[src/verilog/iprf_defines.svh]
// Register offsets, field positions and reset values of the priority block.
`ifndef IPRF_DEFINES_SVH
`define IPRF_DEFINES_SVH

`define IPRF_OFF_STATUS   8'h00
`define IPRF_OFF_CORE     8'h04
`define IPRF_OFF_NEST     8'h08
`define IPRF_OFF_VECT     8'h0c
`define IPRF_OFF_FLAGS0   8'h10
`define IPRF_OFF_FLAGS1   8'h14
`define IPRF_OFF_IRQSTAT  8'h18
`define IPRF_OFF_IRQEN    8'h1c
`define IPRF_OFF_IRQCLR   8'h20

`define IPRF_PRIO_LSB     5
`define IPRF_PRIO_MSB     7
`define IPRF_HIGH_BIT     3
`define IPRF_NEST_BIT     15
`define IPRF_TRAP_LSB     1
`define IPRF_TRAP_MSB     4
`define IPRF_ALT_BIT      15
`define IPRF_IRQ_DISABLE_INSTR_ACTIVE_BIT     14
`define IPRF_EDGE_MSB     2

`define IPRF_FLAGS0_MASK  16'h3fef
`define IPRF_FLAGS1_BIG   16'h381f
`define IPRF_FLAGS1_SMALL 16'h201f
`define IPRF_RESET_ZERO   16'h0000
`define IPRF_VEC_BASE     24'h000004
`define IPRF_ALT_BASE     24'h000104
`define IPRF_USER_VEC0    7'h08

`endif

[src/verilog/iprf_pkg.sv]
// Types shared by the priority and flag register block.
package iprf_pkg;
  typedef enum logic [1:0] {
    IPRF_BUS_IDLE,
    IPRF_BUS_WRESP,
    IPRF_BUS_RDATA
  } iprf_bus_e;

  typedef logic [3:0] iprf_level_t;
endpackage : iprf_pkg

[src/verilog/iprf_arb_if.sv]
// Carrier between the register file and the request arbiter.
`timescale 1ns/100ps
`default_nettype none
interface iprf_arb_if;
  logic [31:0] pending;
  logic [31:0] enabled;
  logic [95:0] priorities;
  iprf_pkg::iprf_level_t cpuLevel;
  logic altTable;
  logic take;
  logic [6:0] vecNum;
  logic [23:0] vecAddr;
  iprf_pkg::iprf_level_t newLevel;

  modport regs (output pending, output enabled, output priorities,
    output cpuLevel, output altTable, input take, input vecNum,
    input vecAddr, input newLevel);
  modport arb (input pending, input enabled, input priorities,
    input cpuLevel, input altTable, output take, output vecNum,
    output vecAddr, output newLevel);
endinterface : iprf_arb_if
`default_nettype wire

[src/verilog/iprf_arbiter.sv]
// Picks the highest request that beats the CPU level and forms its vector.
`timescale 1ns/100ps
`default_nettype none
`include "iprf_defines.svh"
module iprf_arbiter (
  // Clock and reset.
  input wire logic core_clk,
  input wire logic rst_n,
  // Register side.
  iprf_arb_if.arb arb
);
  import iprf_pkg::*;

  typedef struct packed {
    logic take;
    logic [6:0] vecNum;
    logic [23:0] vecAddr;
    iprf_level_t newLevel;
  } iprf_arb_s;

  iprf_arb_s state_q;
  iprf_arb_s state_d;

  // Lower request numbers win among equal priorities.
  always_comb begin
    logic found;
    logic [2:0] best;
    logic [6:0] idx;
    found = 1'b0;
    best = 3'h0;
    idx = 7'h00;
    state_d = '0;
    for (int i = 0; i < 32; i++) begin
      if (arb.pending[i] && arb.enabled[i] &&
          {1'b0, arb.priorities[3*i +: 3]} > arb.cpuLevel &&
          (!found || arb.priorities[3*i +: 3] > best)) begin
        found = 1'b1;
        best = arb.priorities[3*i +: 3];
        idx = 7'(i);
      end
    end
    state_d.take = found;
    state_d.vecNum = idx + `IPRF_USER_VEC0;
    state_d.newLevel = {1'b0, best};
    state_d.vecAddr = (arb.altTable ? `IPRF_ALT_BASE : `IPRF_VEC_BASE)
      + {16'h0000, state_d.vecNum, 1'b0};
  end

  always_ff @(posedge core_clk or negedge rst_n) begin
    if (!rst_n) begin
      state_q <= '0;
    end else begin
      state_q <= state_d;
    end
  end

  assign arb.take = state_q.take;
  assign arb.vecNum = state_q.vecNum;
  assign arb.vecAddr = state_q.vecAddr;
  assign arb.newLevel = state_q.newLevel;
endmodule : iprf_arbiter
`default_nettype wire

[src/verilog/iprf_regs.sv]
// Interrupt priority, trap and request flag registers with AXI4-Lite slave.
`timescale 1ns/100ps
`default_nettype none
`include "iprf_defines.svh"
module iprf_regs #(
  parameter bit LARGE_MEMORY = 1'b1
) (
  // Clock and reset.
  input wire logic core_clk,
  input wire logic rst_n,
  // AXI4-Lite write address and data.
  input wire logic [7:0] s_axi_awaddr,
  input wire logic s_axi_awvalid,
  output logic s_axi_awready,
  input wire logic [31:0] s_axi_wdata,
  input wire logic [3:0] s_axi_wstrb,
  input wire logic s_axi_wvalid,
  output logic s_axi_wready,
  // AXI4-Lite write response.
  output logic [1:0] s_axi_bresp,
  output logic s_axi_bvalid,
  input wire logic s_axi_bready,
  // AXI4-Lite read.
  input wire logic [7:0] s_axi_araddr,
  input wire logic s_axi_arvalid,
  output logic s_axi_arready,
  output logic [31:0] s_axi_rdata,
  output logic [1:0] s_axi_rresp,
  output logic s_axi_rvalid,
  input wire logic s_axi_rready,
  // Events from the core and peripherals.
  input wire logic [3:0] trapEvent,
  input wire logic [15:0] reqEvent0,
  input wire logic [15:0] reqEvent1,
  input wire logic irqDisableInstrActive,
  // Enables and priorities of the sources, held elsewhere.
  input wire logic [31:0] srcEnable,
  input wire logic [95:0] srcPriority,
  // Controls seen by the core.
  output logic nestingDisable,
  output logic altTableSelect,
  output logic [2:0] extEdgeSel,
  output iprf_pkg::iprf_level_t cpuLevel,
  output logic userIrqBlocked,
  // Request to the core.
  output logic irqTake,
  output logic [6:0] irqVecNum,
  output logic [23:0] irqVecAddr,
  output iprf_pkg::iprf_level_t irqNewLevel,
  // Summary interrupt.
  output logic irq
);
  import iprf_pkg::*;

  localparam logic [15:0] FLAGS1_MASK =
    LARGE_MEMORY ? `IPRF_FLAGS1_BIG : `IPRF_FLAGS1_SMALL;

  typedef struct packed {
    iprf_bus_e wst;
    iprf_bus_e rst;
    logic [1:0] bresp;
    logic [31:0] rdata;
    logic [1:0] rresp;
    logic haveAw;
    logic haveW;
    logic [7:0] awaddr;
    logic [31:0] wdata;
    logic [3:0] wstrb;
    logic [2:0] prioField;
    logic prioHigh;
    logic nest;
    logic [3:0] traps;
    logic alt;
    logic [2:0] edges;
    logic [15:0] flags0;
    logic [15:0] flags1;
    logic [1:0] irqStat;
    logic [1:0] irqEn;
  } iprf_regs_s;

  iprf_regs_s state_q;
  iprf_regs_s state_d;
  iprf_arb_if arbBus ();

  // Merges byte lanes of a write into a 16-bit register.
  function automatic logic [15:0] merge16(input logic [15:0] old,
      input logic [31:0] data, input logic [3:0] strb);
    logic [15:0] res;
    res = old;
    if (strb[0]) begin
      res[7:0] = data[7:0];
    end
    if (strb[1]) begin
      res[15:8] = data[15:8];
    end
    return res;
  endfunction : merge16

  // Read view of a register; unmapped bits are zero.
  function automatic logic [31:0] readWord(input iprf_regs_s s,
      input logic [7:0] addr, input logic irq_disable_instr_active);
    logic [15:0] v;
    v = `IPRF_RESET_ZERO;
    unique case (addr)
      `IPRF_OFF_STATUS: v[`IPRF_PRIO_MSB:`IPRF_PRIO_LSB] = s.prioField;
      `IPRF_OFF_CORE: v[`IPRF_HIGH_BIT] = s.prioHigh;
      `IPRF_OFF_NEST: begin
        v[`IPRF_NEST_BIT] = s.nest;
        v[`IPRF_TRAP_MSB:`IPRF_TRAP_LSB] = s.traps;
      end
      `IPRF_OFF_VECT: begin
        v[`IPRF_ALT_BIT] = s.alt;
        v[`IPRF_IRQ_DISABLE_INSTR_ACTIVE_BIT] = irq_disable_instr_active;
        v[`IPRF_EDGE_MSB:0] = s.edges;
      end
      `IPRF_OFF_FLAGS0: v = s.flags0 & `IPRF_FLAGS0_MASK;
      `IPRF_OFF_FLAGS1: v = s.flags1 & FLAGS1_MASK;
      `IPRF_OFF_IRQSTAT: v[1:0] = s.irqStat;
      `IPRF_OFF_IRQEN: v[1:0] = s.irqEn;
      default: v = `IPRF_RESET_ZERO;
    endcase
    return {16'h0000, v};
  endfunction : readWord

  function automatic logic mapped(input logic [7:0] addr);
    return addr[1:0] == 2'b00 && addr <= `IPRF_OFF_IRQCLR;
  endfunction : mapped

  always_comb begin
    logic doWrite;
    logic [7:0] wa;
    logic [15:0] wv;
    logic [3:0] trapNew;
    logic [15:0] new0;
    logic [15:0] new1;
    logic [1:0] clr;
    state_d = state_q;
    clr = 2'b00;
    wv = 16'h0000;
    doWrite = 1'b0;
    wa = 8'h00;
    trapNew = 4'h0;
    new0 = 16'h0000;
    new1 = 16'h0000;
    // Write channel: address and data taken in either order.
    if (state_q.wst == IPRF_BUS_IDLE) begin
      if (s_axi_awvalid && !state_q.haveAw) begin
        state_d.haveAw = 1'b1;
        state_d.awaddr = s_axi_awaddr;
      end
      if (s_axi_wvalid && !state_q.haveW) begin
        state_d.haveW = 1'b1;
        state_d.wdata = s_axi_wdata;
        state_d.wstrb = s_axi_wstrb;
      end
    end
    doWrite = state_d.haveAw && state_d.haveW &&
      state_q.wst == IPRF_BUS_IDLE;
    wa = state_d.awaddr;
    if (doWrite) begin
      state_d.haveAw = 1'b0;
      state_d.haveW = 1'b0;
      state_d.wst = IPRF_BUS_WRESP;
      state_d.bresp = mapped(wa) ? 2'b00 : 2'b10;
      unique case (wa)
        `IPRF_OFF_STATUS: begin
          wv = merge16({8'h00, state_q.prioField, 5'h00},
            state_d.wdata, state_d.wstrb);
          if (!state_q.nest) begin
            state_d.prioField = wv[`IPRF_PRIO_MSB:`IPRF_PRIO_LSB];
          end
        end
        `IPRF_OFF_CORE: begin
          wv = merge16(16'hffff, state_d.wdata, state_d.wstrb);
          state_d.prioHigh = state_q.prioHigh & wv[`IPRF_HIGH_BIT];
        end
        `IPRF_OFF_NEST: begin
          wv = merge16({state_q.nest, 10'h000, state_q.traps, 1'b0},
            state_d.wdata, state_d.wstrb);
          state_d.nest = wv[`IPRF_NEST_BIT];
          state_d.traps = wv[`IPRF_TRAP_MSB:`IPRF_TRAP_LSB];
        end
        `IPRF_OFF_VECT: begin
          wv = merge16({state_q.alt, 12'h000, state_q.edges},
            state_d.wdata, state_d.wstrb);
          state_d.alt = wv[`IPRF_ALT_BIT];
          state_d.edges = wv[`IPRF_EDGE_MSB:0];
        end
        `IPRF_OFF_FLAGS0: begin
          state_d.flags0 = merge16(state_q.flags0, state_d.wdata,
            state_d.wstrb) & `IPRF_FLAGS0_MASK;
        end
        `IPRF_OFF_FLAGS1: begin
          state_d.flags1 = merge16(state_q.flags1, state_d.wdata,
            state_d.wstrb) & FLAGS1_MASK;
        end
        `IPRF_OFF_IRQEN: begin
          if (state_d.wstrb[0]) begin
            state_d.irqEn = state_d.wdata[1:0];
          end
        end
        `IPRF_OFF_IRQCLR: begin
          if (state_d.wstrb[0]) begin
            clr = state_d.wdata[1:0];
          end
        end
        default: begin
        end
      endcase
    end
    if (state_q.wst == IPRF_BUS_WRESP && s_axi_bready) begin
      state_d.wst = IPRF_BUS_IDLE;
    end
    // Read channel.
    if (state_q.rst == IPRF_BUS_IDLE && s_axi_arvalid) begin
      state_d.rst = IPRF_BUS_RDATA;
      state_d.rdata = readWord(state_q, s_axi_araddr, irqDisableInstrActive);
      state_d.rresp = mapped(s_axi_araddr) ? 2'b00 : 2'b10;
    end else if (state_q.rst == IPRF_BUS_RDATA && s_axi_rready) begin
      state_d.rst = IPRF_BUS_IDLE;
    end
    // Hardware sets win over software clears in the same cycle.
    trapNew = trapEvent & ~state_d.traps;
    state_d.traps = state_d.traps | trapEvent;
    new0 = reqEvent0 & `IPRF_FLAGS0_MASK & ~state_d.flags0;
    new1 = reqEvent1 & FLAGS1_MASK & ~state_d.flags1;
    state_d.flags0 = state_d.flags0 | (reqEvent0 & `IPRF_FLAGS0_MASK);
    state_d.flags1 = state_d.flags1 | (reqEvent1 & FLAGS1_MASK);
    if (irqTake && state_q.nest) begin
      state_d.prioField = irqNewLevel[2:0];
    end
    state_d.irqStat = (state_q.irqStat & ~clr) |
      {|trapNew, |new0 | |new1};
  end

  always_ff @(posedge core_clk or negedge rst_n) begin
    if (!rst_n) begin
      state_q <= '0;
    end else begin
      state_q <= state_d;
    end
  end

  // Request numbers follow the flag layout: word 0 then word 1.
  assign arbBus.pending = {state_q.flags1, state_q.flags0};
  assign arbBus.enabled = srcEnable;
  assign arbBus.priorities = srcPriority;
  assign arbBus.cpuLevel = {state_q.prioHigh, state_q.prioField};
  assign arbBus.altTable = state_q.alt;

  iprf_arbiter u_arbiter (
    .core_clk(core_clk),
    .rst_n(rst_n),
    .arb(arbBus.arb)
  );

  assign irqTake = arbBus.take;
  assign irqVecNum = arbBus.vecNum;
  assign irqVecAddr = arbBus.vecAddr;
  assign irqNewLevel = arbBus.newLevel;

  assign s_axi_awready = state_q.wst == IPRF_BUS_IDLE && !state_q.haveAw;
  assign s_axi_wready = state_q.wst == IPRF_BUS_IDLE && !state_q.haveW;
  assign s_axi_bvalid = state_q.wst == IPRF_BUS_WRESP;
  assign s_axi_bresp = state_q.bresp;
  assign s_axi_arready = state_q.rst == IPRF_BUS_IDLE;
  assign s_axi_rvalid = state_q.rst == IPRF_BUS_RDATA;
  assign s_axi_rdata = state_q.rdata;
  assign s_axi_rresp = state_q.rresp;

  assign nestingDisable = state_q.nest;
  assign altTableSelect = state_q.alt;
  assign extEdgeSel = state_q.edges;
  assign cpuLevel = {state_q.prioHigh, state_q.prioField};
  assign userIrqBlocked = state_q.prioHigh ||
    state_q.prioField == 3'h7;
  assign irq = |(state_q.irqStat & state_q.irqEn);
endmodule : iprf_regs
`default_nettype wire
[config.mk]
export PLATFORM = sky130hd
export DESIGN_NAME = iprf_regs
export DESIGN_NICKNAME = d
export VERILOG_FILES = /design/src/verilog/iprf_pkg.sv /design/src/verilog/iprf_arb_if.sv /design/src/verilog/iprf_arbiter.sv /design/src/verilog/iprf_regs.sv
export VERILOG_INCLUDE_DIRS = /design/src /design/src/verilog
export SDC_FILE = /design/constraint.sdc
export NUM_CORES = 1
export LEC_CHECK = 0
export ABC_CLOCK_PERIOD_IN_PS = 123700
export BUFFER_PORTS_ARGS = -buffer_cell sky130_fd_sc_hd__buf_2
export CAP_MARGIN = 20
export CORE_ASPECT_RATIO = 1.1
export CORE_MARGIN = 3
export CORE_UTILIZATION = 50
export CTS_CLUSTER_DIAMETER = 40
export DETAILED_ROUTE_END_ITERATION = 12
export GPL_TIMING_DRIVEN = 0
export PLACE_DENSITY = 0.81
export SLEW_MARGIN = 25
export SYNTH_ARGS = -nofsm -noshare
export SYNTH_HDL_FRONTEND = slang
export SYNTH_SLANG_ARGS = --single-unit
export TNS_END_PERCENT = 1
[constraint.sdc]
create_clock -name core_clk -period 123.7 [get_ports core_clk]
set_input_delay 12.37 -clock core_clk [delete_from_list [all_inputs] [get_ports core_clk]]
set_output_delay 12.37 -clock core_clk [all_outputs]
set_load 0.005 [all_outputs]
Yosys cells after proc, flatten, opt, wreduce, memory -nomap -nowiden
Cells that the tools add are included.
{"block": "op_classes", "n_addsub": 2, "magnitude_cmp": 65, "eq_ne": 18, "mux": 141, "bitwise": 15, "n_reduce_logical": 194}
{"operator": "> comparator 3 x 4 -> 1 bit", "count": 32}
{"operator": "two-way mux 3 bit", "count": 40}
{"operator": "logical AND 1 bit", "count": 107}
{"operator": "two-way mux 5 bit", "count": 19}
{"operator": "> comparator 3 bit", "count": 31}
{"operator": "== test 8 x 5 -> 1 bit, second input constant", "count": 7}
{"operator": "two-way mux 4 bit", "count": 12}
{"operator": "two-way mux 46 bit", "count": 1}
{"operator": "two-way mux 45 bit", "count": 1}
{"operator": "two-way mux 8 bit", "count": 5}
{"operator": "two-way mux 1 bit", "count": 37}
{"operator": "two-way mux 36 bit", "count": 1}
{"operator": "logical NOT 1 bit", "count": 33}
{"operator": "AND 14 x 16 -> 16 bit", "count": 2}
{"operator": "== test 8 x 4 -> 1 bit, second input constant", "count": 4}
{"operator": "logical OR 1 bit", "count": 32}
{"operator": "two-way mux 16 bit", "count": 2}
{"operator": "NOT 16 bit", "count": 2}
{"operator": "bitwise OR 16 x 14 -> 16 bit", "count": 2}
{"operator": "OR reduction 16 bit", "count": 2}
{"operator": "adder 24 x 8 -> 24 bit", "count": 1}
{"operator": "two-way mux 2 bit", "count": 12}
{"operator": "== test 8 x 3 -> 1 bit, second input constant", "count": 2}
{"operator": "<= comparator 8 x 6 -> 1 bit, second input constant", "count": 2}
{"operator": "30 further kinds", "count": 46}
{"block": "word_totals", "reg_bits": 154, "in_bits": 224, "output_inout_bits": 88, "elab_cells": 461}

Longest topological paths before layout
Gate-level depths: netlist (run 1).
{"block": "logic_depth", "word_depth": 129, "depth_mapped": 281, "mapped_depth_nobuf": 273}

Hierarchy
A second synthesis (run 1) with hierarchy kept.
{"block": "unflattened", "hier_cells": 1482, "area_unflattened_um2": 12717.2}
{"mod": "iprf_arbiter", "n_inst": 1, "cells_each": 1033, "area_each_um2": 7861.3, "seq_area_each_um2": 425.4}
{"mod": "iprf_regs", "n_inst": 1, "cells_each": 449, "area_each_um2": 4855.9, "seq_area_each_um2": 2402.3}

Worst setup path after synthesis (run 1)
No wires, ideal clock.
{"block": "synth_timing", "path_type": "in2reg", "from": "input srcPriority[2]", "to": "register u_arbiter.state_q (netlist bit u_arbiter.arb.vecAddr[5])", "setup_ns": 0.132, "arrival_ns": 55.595, "required_ns": 123.568, "slack_ns": 67.973, "path_stages": 254, "n_path_buf": 8, "cell_sequence": "ha_1 -> nand3_1 -> nand4_1 -> nor2_1 -> nand2_1 -> ha_1 -> a211oi_1 -> o211ai_1 -> nand3_1 -> mux2_2 -> ha_1 -> nor2b_1 -> o21ai_0 -> a32oi_1 -> o21ai_4 -> nor2_1 -> a21o_1 -> ha_1 -> [218 not listed] -> ha_1 -> a21o_1 -> a21oi_1 -> a31oi_1 -> o21a_1 -> buf_2 -> nor2_1 -> a32oi_1 -> ha_1 -> a21o_1 -> a21oi_1 -> a31oi_1 -> o21ai_2 -> nor2b_1 -> nand3_1 -> or2_2 -> ha_1 -> xor2_1"}
{"element": "from (decl)", "line": "iprf_regs.sv:38", "source": "input wire logic [95:0] srcPriority,"}
{"element": "to (signal assigned)", "line": "iprf_arbiter.sv:53", "source": "state_q <= state_d;"}
{"element": "to (decl)", "line": "iprf_arbiter.sv:21", "source": "iprf_arb_s state_q;"}

==> impl_results.md, run 1 <==
- Crit. End Element: flip-flop
- CTS H-tree lvls: 4
- Hold Path Origin: s_axi_rdata[10]$_DFFE_PN0P_
- ANT nets after route: 0
- Cells after Synth: 1468
- Crit path DAT: 62.97 ns
- Core area: 23800 sq um
- CTS tree: yes
- Power Density: 18.2 nW/um^2
- Count leader, synth: ha_1
- Maxcap violations: 0
- Wire per inst: 18.9 microns
- Clock network fraction of design power: 0.184
- GRT Total Usage: 0.289
- Main synth FF type: dfrtp_1
- Layout area overhead: 19.9%
- Placer's final routability congestion estimate: 0.953
- I/O Pins: 312
- First DRT Iteration DRCs: 878
- Crit Path Max Fanout: 10
- Via Count: 12.4k
- Fin crit period: 62.68 ns
- Die Span X: 155 microns
- Slew HR: 0.358
- Wire length of the first global-routing pass: 61400 microns
- Vias in the first global route: 12.0k
- Final nets: 2164
- Sw Share: 0.451
- Yosys reg bits: 113
- Post-CTS Setup Bufs: 0
- Final setup fails: 0
- Post-CTS sizing: 0
- Starting Density: 0.513
- Worst VDD drop: 0.0110 mV
- Most common cell on crit path: a21oi_1
- Post-Route WL: 39700 microns
- Via-per-instance ratio: 5.94
- Critical R2R Capture: u_arbiter.arb.vecAddr[5]$_DFF_PN0_
- Post-route setup TNS: 0 ns
- CTS clk-pin slew, worst paths: 0.05 ns
- Row Count: 59
- Int Power: 0.146 mW
- Netlist cell types: 101
- Pre-CTS setup slack: 61.39 ns
- Worst-Margin Slew: 0.955 ns
- DRC violations left: 0
- Initial antenna violation count: 8
- Reg2reg setup slack: 72.15 ns
- Setup Skew: 0.00848 ns
- DP Wirelength: 31900 microns
- CP max stage delay: 0.65 ns
- Post-synth EDFFs: 0
- Worst min path class: reg -> reg
- Cts hold-fix bufs: 0
- Setup ws final: 61.02 ns
- Clk buf depth: 2
- FMAX: 0.0160 GHz
- Hold depth: 2
- Area leader, netlist: dfrtp_1
- Final hold viol count: 0
- Total congestion overflow: 0
- Switching power: 0.120 mW
- TritonRoute pass-1 iters: 6
- Crit path kind: in -> reg
- CTS Root Cell: clkbuf_16
- PortBufs: 244
- Fraction of layout cells with a size suffix above 1: 0.251
- CTS Buf Count: 17
- Max-slew violations: 0
- Worst Hold Slack: 0.478 ns
- Delay-heaviest family, CP: compound AO/OA/AOI/OAI gates
- Worst endpoint required time: 123.99 ns
- Yosys Warn Count: 0
- Mean cell area of the mapped netlist: 8.34 sq um
- Pin count of the biggest net entering global routing: 72
- Max stage delay cell, worst path: o311ai_1
- Top cell type's share of synthesized area: 0.231
- Die ar.: 26400 sq um
- Fin crit share: 0.507
- Fillers: 2083
- RSZ-0062 raised after global routing: false
- Post-synth ARST share: 1.00
- Post-synthesis cell area: 12200 sq um
- Flop pwr share: 0.182
- Die H: 170 microns
- Clock Sinks: 113
- Worst hold endpoint: s_axi_rdata[10]$_DFFE_PN0P_
- Clock Latency Late Sink: 0.42 ns
- Top cells by area, synth: dfrtp_1 (23%), ha_1 (17%), nand2_1 (4.4%)
- Worst r2r src: cpuLevel[1]$_DFFE_PN0P_
- Most common library cells after synthesis: ha_1 (170), nand2_1 (143), inv_1 (118), dfrtp_1 (113), a21oi_1 (92)
- Static Leak: 7.26 nW
- Sequential element share of the synthesized area: 0.231
- Status: finished, final reports clean
- Part of the power in combinational logic: 0.633
- Worst reg2reg path depth: 253
- CP bufs+invs: 18
- Type of origin of the critical path: input pin
## metrics by stage
step                      utilization  instances  cell area [sq um]  total power, mW
after floorplan                     -       1503              12400            0.169
after global placement          0.586       2052              14000            0.206
after detailed placement        0.590       2056              14100            0.215
after CTS                       0.615       2088              14700            0.265
after global routing            0.615       2091              14700            0.291
final                           0.616       2093              14700            0.267
## power groups by stage
stage	clock network, mW	logic, mW	registers, mW
after floorplan	0	0.121	0.0481
after global placement	0	0.156	0.0495
after detailed placement	0	0.166	0.0488
after CTS	0.0494	0.167	0.0484
after global routing	0.0511	0.191	0.0491
final	0.0492	0.169	0.0486
## per-layer routing
layer | wire [microns] | up-vias | track usage
met4 | 1750 | 10 | 0.124
met2 | 18500 | 532 | 0.482
met1 | 16000 | 5879 | 0.367
met5 | 70 | - | 0
li1 | - | 5909 | -
met3 | 3320 | 102 | 0.0560
## area by class of cell
class	instances	area (sq um)	area share
Timing Repair Buffer	248	1310	0.0891
Clock inverter	12	134	0.00912
Multi-Input combinational cell	1183	8530	0.581
Antenna cell	5	12.5	0.000852
Sequential cell	113	2830	0.193
Buffer	88	584	0.0398
Clock buffer	20	457	0.0311
Inverter	119	447	0.0304
Tap cell	305	382	0.0260
## worst min-delay path: cells and delay by family (launching register included)
kind	cells	cell delay [ns]
compound gates	1	0.06
simple gates	1	0.05
flops	1	0.34
## worst max-delay path by stage
stage	endpoint	slack [ns]	cells past startpoint	start
6_report	u_arbiter.arb.vecAddr[5]$_DFF_PN0_	61.02	252	srcPriority[2]
5_1_grt	u_arbiter.arb.vecAddr[5]$_DFF_PN0_	56.48	261	srcPriority[2]
4_1_cts	u_arbiter.arb.vecAddr[5]$_DFF_PN0_	61.50	252	srcPriority[2]
3_5_place_dp	u_arbiter.arb.vecAddr[5]$_DFF_PN0_	61.39	253	srcPriority[2]
3_3_place_gp	u_arbiter.arb.vecAddr[5]$_DFF_PN0_	62.01	252	srcPriority[2]
2_1_floorplan	u_arbiter.arb.vecAddr[5]$_DFF_PN0_	67.97	254	srcPriority[2]
## sequential cells by signal, summed over array words and instances, names as in the netlist, named ones only
| register | count |
|---|---|
| u_arbiter.arb.take | 1 |
| arbBus.pending | 21 |
| cpuLevel | 4 |
| u_arbiter.arb.newLevel | 3 |
| state_q | 37 |
| altTableSelect | 1 |
| nestingDisable | 1 |
| u_arbiter.arb.vecNum | 6 |
| u_arbiter.arb.vecAddr | 7 |
| s_axi_rresp | 1 |
| s_axi_bresp | 1 |
| s_axi_rdata | 16 |
| extEdgeSel | 3 |
## cell usage in the layout (no fill, tap or decap), types with 11 or more instances in the layout
| cell type | netlist | layout |
|---|---|---|
| and3_1 | 18 | 18 |
| nor4_1 | 16 | 16 |
| o31ai_1 | 12 | 12 |
| a22oi_1 | 20 | 20 |
| nand4_1 | 22 | 22 |
| conb_1 | 1 | 36 |
| nor2b_1 | 43 | 43 |
| mux2i_1 | 40 | 40 |
| buf_4 | 63 | 63 |
| a31oi_1 | 16 | 16 |
| clkbuf_16 | 0 | 17 |
| inv_1 | 118 | 116 |
| buf_2 | 8 | 251 |
| nor2_1 | 88 | 88 |
| nand2b_1 | 39 | 39 |
| clkbuf_1 | 14 | 15 |
| nand2_1 | 143 | 143 |
| o21a_1 | 21 | 21 |
| o22ai_1 | 11 | 11 |
| nor3_1 | 28 | 26 |
| a21o_1 | 24 | 24 |
| o21ai_0 | 70 | 70 |
| and2_1 | 14 | 14 |
| nand3_1 | 34 | 34 |
| dfrtp_1 | 113 | 112 |
| mux2_2 | 35 | 35 |
| o211ai_1 | 11 | 11 |
| a21oi_1 | 92 | 92 |
| ha_1 | 170 | 170 |
## logic make-up after synthesis
| family | share of synthesized area |
|---|---|
| and+or+nand+nor | 0.203 |
| DFF | 0.231 |
| xor gates and xnor gates | 0.00215 |
| buffers and inverters | 0.0842 |
| adders and majority gates | 0.178 |
| muxes | 0.0667 |
| other | 0.000306 |
| AOI/OAI and AO/OA | 0.234 |
No activity file was read; power rests on OpenSTA's default activity.
==> run 2: changes to the inputs <==
Settings changed: ABC_AREA set to 1, ABC_CLOCK_PERIOD_IN_PS 123700 to 54000, PLACE_DENSITY 0.81 to 0.84.
Clock period 123.7 ns to 54 ns, I/O delays scaled along.
==> run 2 against run 1 <==
Clock power up 130%. Cell area fell by 2.3%. Power increased to 3.1 times the previous value. Largest power group unchanged. Critical endpoint unchanged.
==> impl_results.md, run 2 <==
- Status: finished, final reports clean
- Simple-Gate Fraction of Synth Area: 0.320
- CP max stage delay: 0.35 ns
- Worst VDD drop: 0.0309 mV
- FMAX: 0.0236 GHz
- Max stage delay cell, worst path: ha_1
- Wire per inst: 15.1 microns
- XOR/XNOR Fraction of Synth Area: 0.00148
- Core Util, Final: 0.621
- Worst min path class: reg -> reg
- Total congestion overflow: 0
- Crit path DAT: 42.74 ns
- Die ar.: 25600 sq um
- TritonRoute pass-1 iters: 8
- PortBufs: 245
- CP Capture Point: u_arbiter.arb.vecAddr[5]$_DFF_PN0_
- Crit. End Element: flip-flop
- Row Count: 58
- Maxcap violations: 0
- Vias in the first global route: 12.0k
- Cts hold-fix bufs: 0
- First DRT Iteration DRCs: 602
- Crit. Startpoint: srcPriority[2]
- Count leader, synth: nand2_1
- Clock Latency Late Sink: 0.41 ns
- Post-route setup TNS: 0 ns
- Worst Hold Slack: 0.469 ns
- Top cells by area, synth: dfrtp_1 (24%), ha_1 (18%), nand2_1 (12%)
- Post-synth ARST share: 1.00
- CTS Buf Count: 17
- Commonest cells after routing, fill and taps aside: nand2_1 (375), inv_1 (258), buf_2 (244)
- GRT Total Usage: 0.268
- Worst reg2reg path depth: 281
- Via Count: 12.3k
- Slew HR: 0.407
- Worst r2r src: cpuLevel[1]$_DFFE_PN0P_
- Crit Path Max Fanout: 8
- Post-synthesis compound-gate area fraction: 0.130
- ANT nets after route: 0
- Most common cell after layout, fill and taps aside: nand2_1
- Synth Area in Adders: 0.179
- Pin count of the biggest net entering global routing: 71
- Post-synth EDFFs: 0
- Clock Sinks: 113
- Fin crit period: 42.45 ns
- Largest reg by FF count: state_q
- Initial antenna violation count: 18
- Fin crit share: 0.786
- Fraction of layout cells with a size suffix above 1: 0.238
- Largest family of logic cells by synthesized area: simple AND/OR/NAND/NOR gates
- Post-CTS Setup Bufs: 0
- Final setup fails: 0
- Most common cell on crit path: o21ai_0
- Die Span X: 153 microns
- Power Density: 56.8 nW/um^2
- Final nets: 2391
- Total power: 0.815 mW
- Largest register FFs: 37
- Top cell type's share of synthesized area: 0.238
- Setup Skew: 0.00597 ns
- Sequential element share of the synthesized area: 0.238
- Final hold viol count: 0
- Clk buf depth: 2
- Type of origin of the critical path: input pin
- CTS H-tree lvls: 4
- Layout area overhead: 20.9%
- Worst endpoint required time: 54.30 ns
- Critical R2R Capture: u_arbiter.arb.vecAddr[5]$_DFF_PN0_
- Inst Count DP: 2278
- Post-CTS sizing: 0
- Area leader, netlist: dfrtp_1
- Core area: 23100 sq um
- Placer's final routability congestion estimate: 0.951
- CTS clk-pin slew, worst paths: 0.05 ns
- I/O Pins: 312
- Max-slew violations: 0
- Starting Density: 0.514
- CTS Root Cell: clkbuf_16
- DRC violations left: 0
- Worst-Margin Slew: 0.881 ns
- Layout Cells excl Fill: 2324
- Reg2reg setup slack: 15.71 ns
- DP Wirelength: 28700 microns
- Crit path kind: in -> reg
- Yosys Warn Count: 0
- Wire length of the first global-routing pass: 56800 microns
- Yosys reg bits: 113
- Most common library cells after synthesis: nand2_1 (375), inv_1 (260), ha_1 (170), o21ai_0 (157), nand3_1 (118)
- Mux cell area share after synthesis: 0.00348
- Netlist cell types: 45
- RSZ-0062 raised after global routing: false
- Post-Route WL: 35100 microns
- Cells after Synth: 1694
- Via-per-instance ratio: 5.31
- CTS tree: yes
- Mean cell area of the mapped netlist: 7.00 sq um
- Die H: 168 microns
- Post-synthesis cell area: 11900 sq um
- Static Leak: 8.25 nW
- Main synth FF type: dfrtp_1
## run 2: changes by cell type after synthesis, moves of 43 or more
cell / previous run / this run
nand3_1: 34 / 118
o21ai_0: 70 / 157
nor2b_1: 43 / 0
nand2_2: 1 / 52
inv_1: 118 / 260
nand2_1: 143 / 375
## run 2: area by class of cell
type	instances	area (sq um)
timing repair buffer	249	1340
antenna	15	37.5
buffer	74	514
inverter	264	991
tap	300	375
clock buffer	23	498
fill	2089	8740
multi-input combinational	1278	7660
clock inverter	8	101
sequential	113	2830
## run 2: through the flow
| step | cell area, sq um | worst slack [ns] |
|---|---|---|
| after floorplan | 12000 | 16.19 |
| after global placement | 13600 | 12.69 |
| after detailed placement | 13700 | 11.48 |
| after CTS | 14300 | 11.75 |
| after global routing | 14300 | 6.93 |
| final | 14300 | 11.55 |
## run 2: cell families (layout without fill, tap and decap cells)
kind of cell             Yosys count  after routing
adder cells (fa/ha/maj)          170            170
AND/OR/NAND/NOR                  789            789
flip-flops                       113            113
other                              1             51
multiplexers                       4              4
AO/OA/AOI/OAI                    277            277
XOR/XNOR                           2              2
buffers and inverters            338            618
## run 2: how the worst min path moves through the flow
stage | to | slack (ns) | cells after the start
global placement | flip-flop | 0.45 | 2
CTS | flip-flop | 0.47 | 2
global route | flip-flop | 0.49 | 2
detailed placement | flip-flop | 0.45 | 2
finish | flip-flop | 0.47 | 2
floorplan | u_arbiter.arb.vecAddr[8]$_DFF_PN0_ | 0.42 | 0
## run 2: routing by layer
| layer | share of wire | GRT usage | up-vias |
|---|---|---|---|
| li1 | - | - | 6123 |
| met1 | 0.40 | 0.322 | 5626 |
| met2 | 0.48 | 0.458 | 465 |
| met3 | 0.069 | 0.0491 | 123 |
| met4 | 0.053 | 0.140 | 8 |
| met5 | 0.0013 | 0 | - |
## run 2: critical path: cells and delay by family
| family | cells | cell delay [ns] |
|---|---|---|
| adders and majority gates | 33 | 10.01 |
| and+or+nand+nor | 138 | 12.19 |
| buffers and inverters | 31 | 2.15 |
| AOI/OAI and AO/OA | 77 | 13.00 |
## run 2: report_power, final
group / leakage [nW] / switching, mW / internal, mW
clock: 0.299 / 0.0399 / 0.0738
combinational: 6.65 / 0.356 / 0.228
sequential: 1.30 / 0.0111 / 0.106
total: 8.25 / 0.407 / 0.408
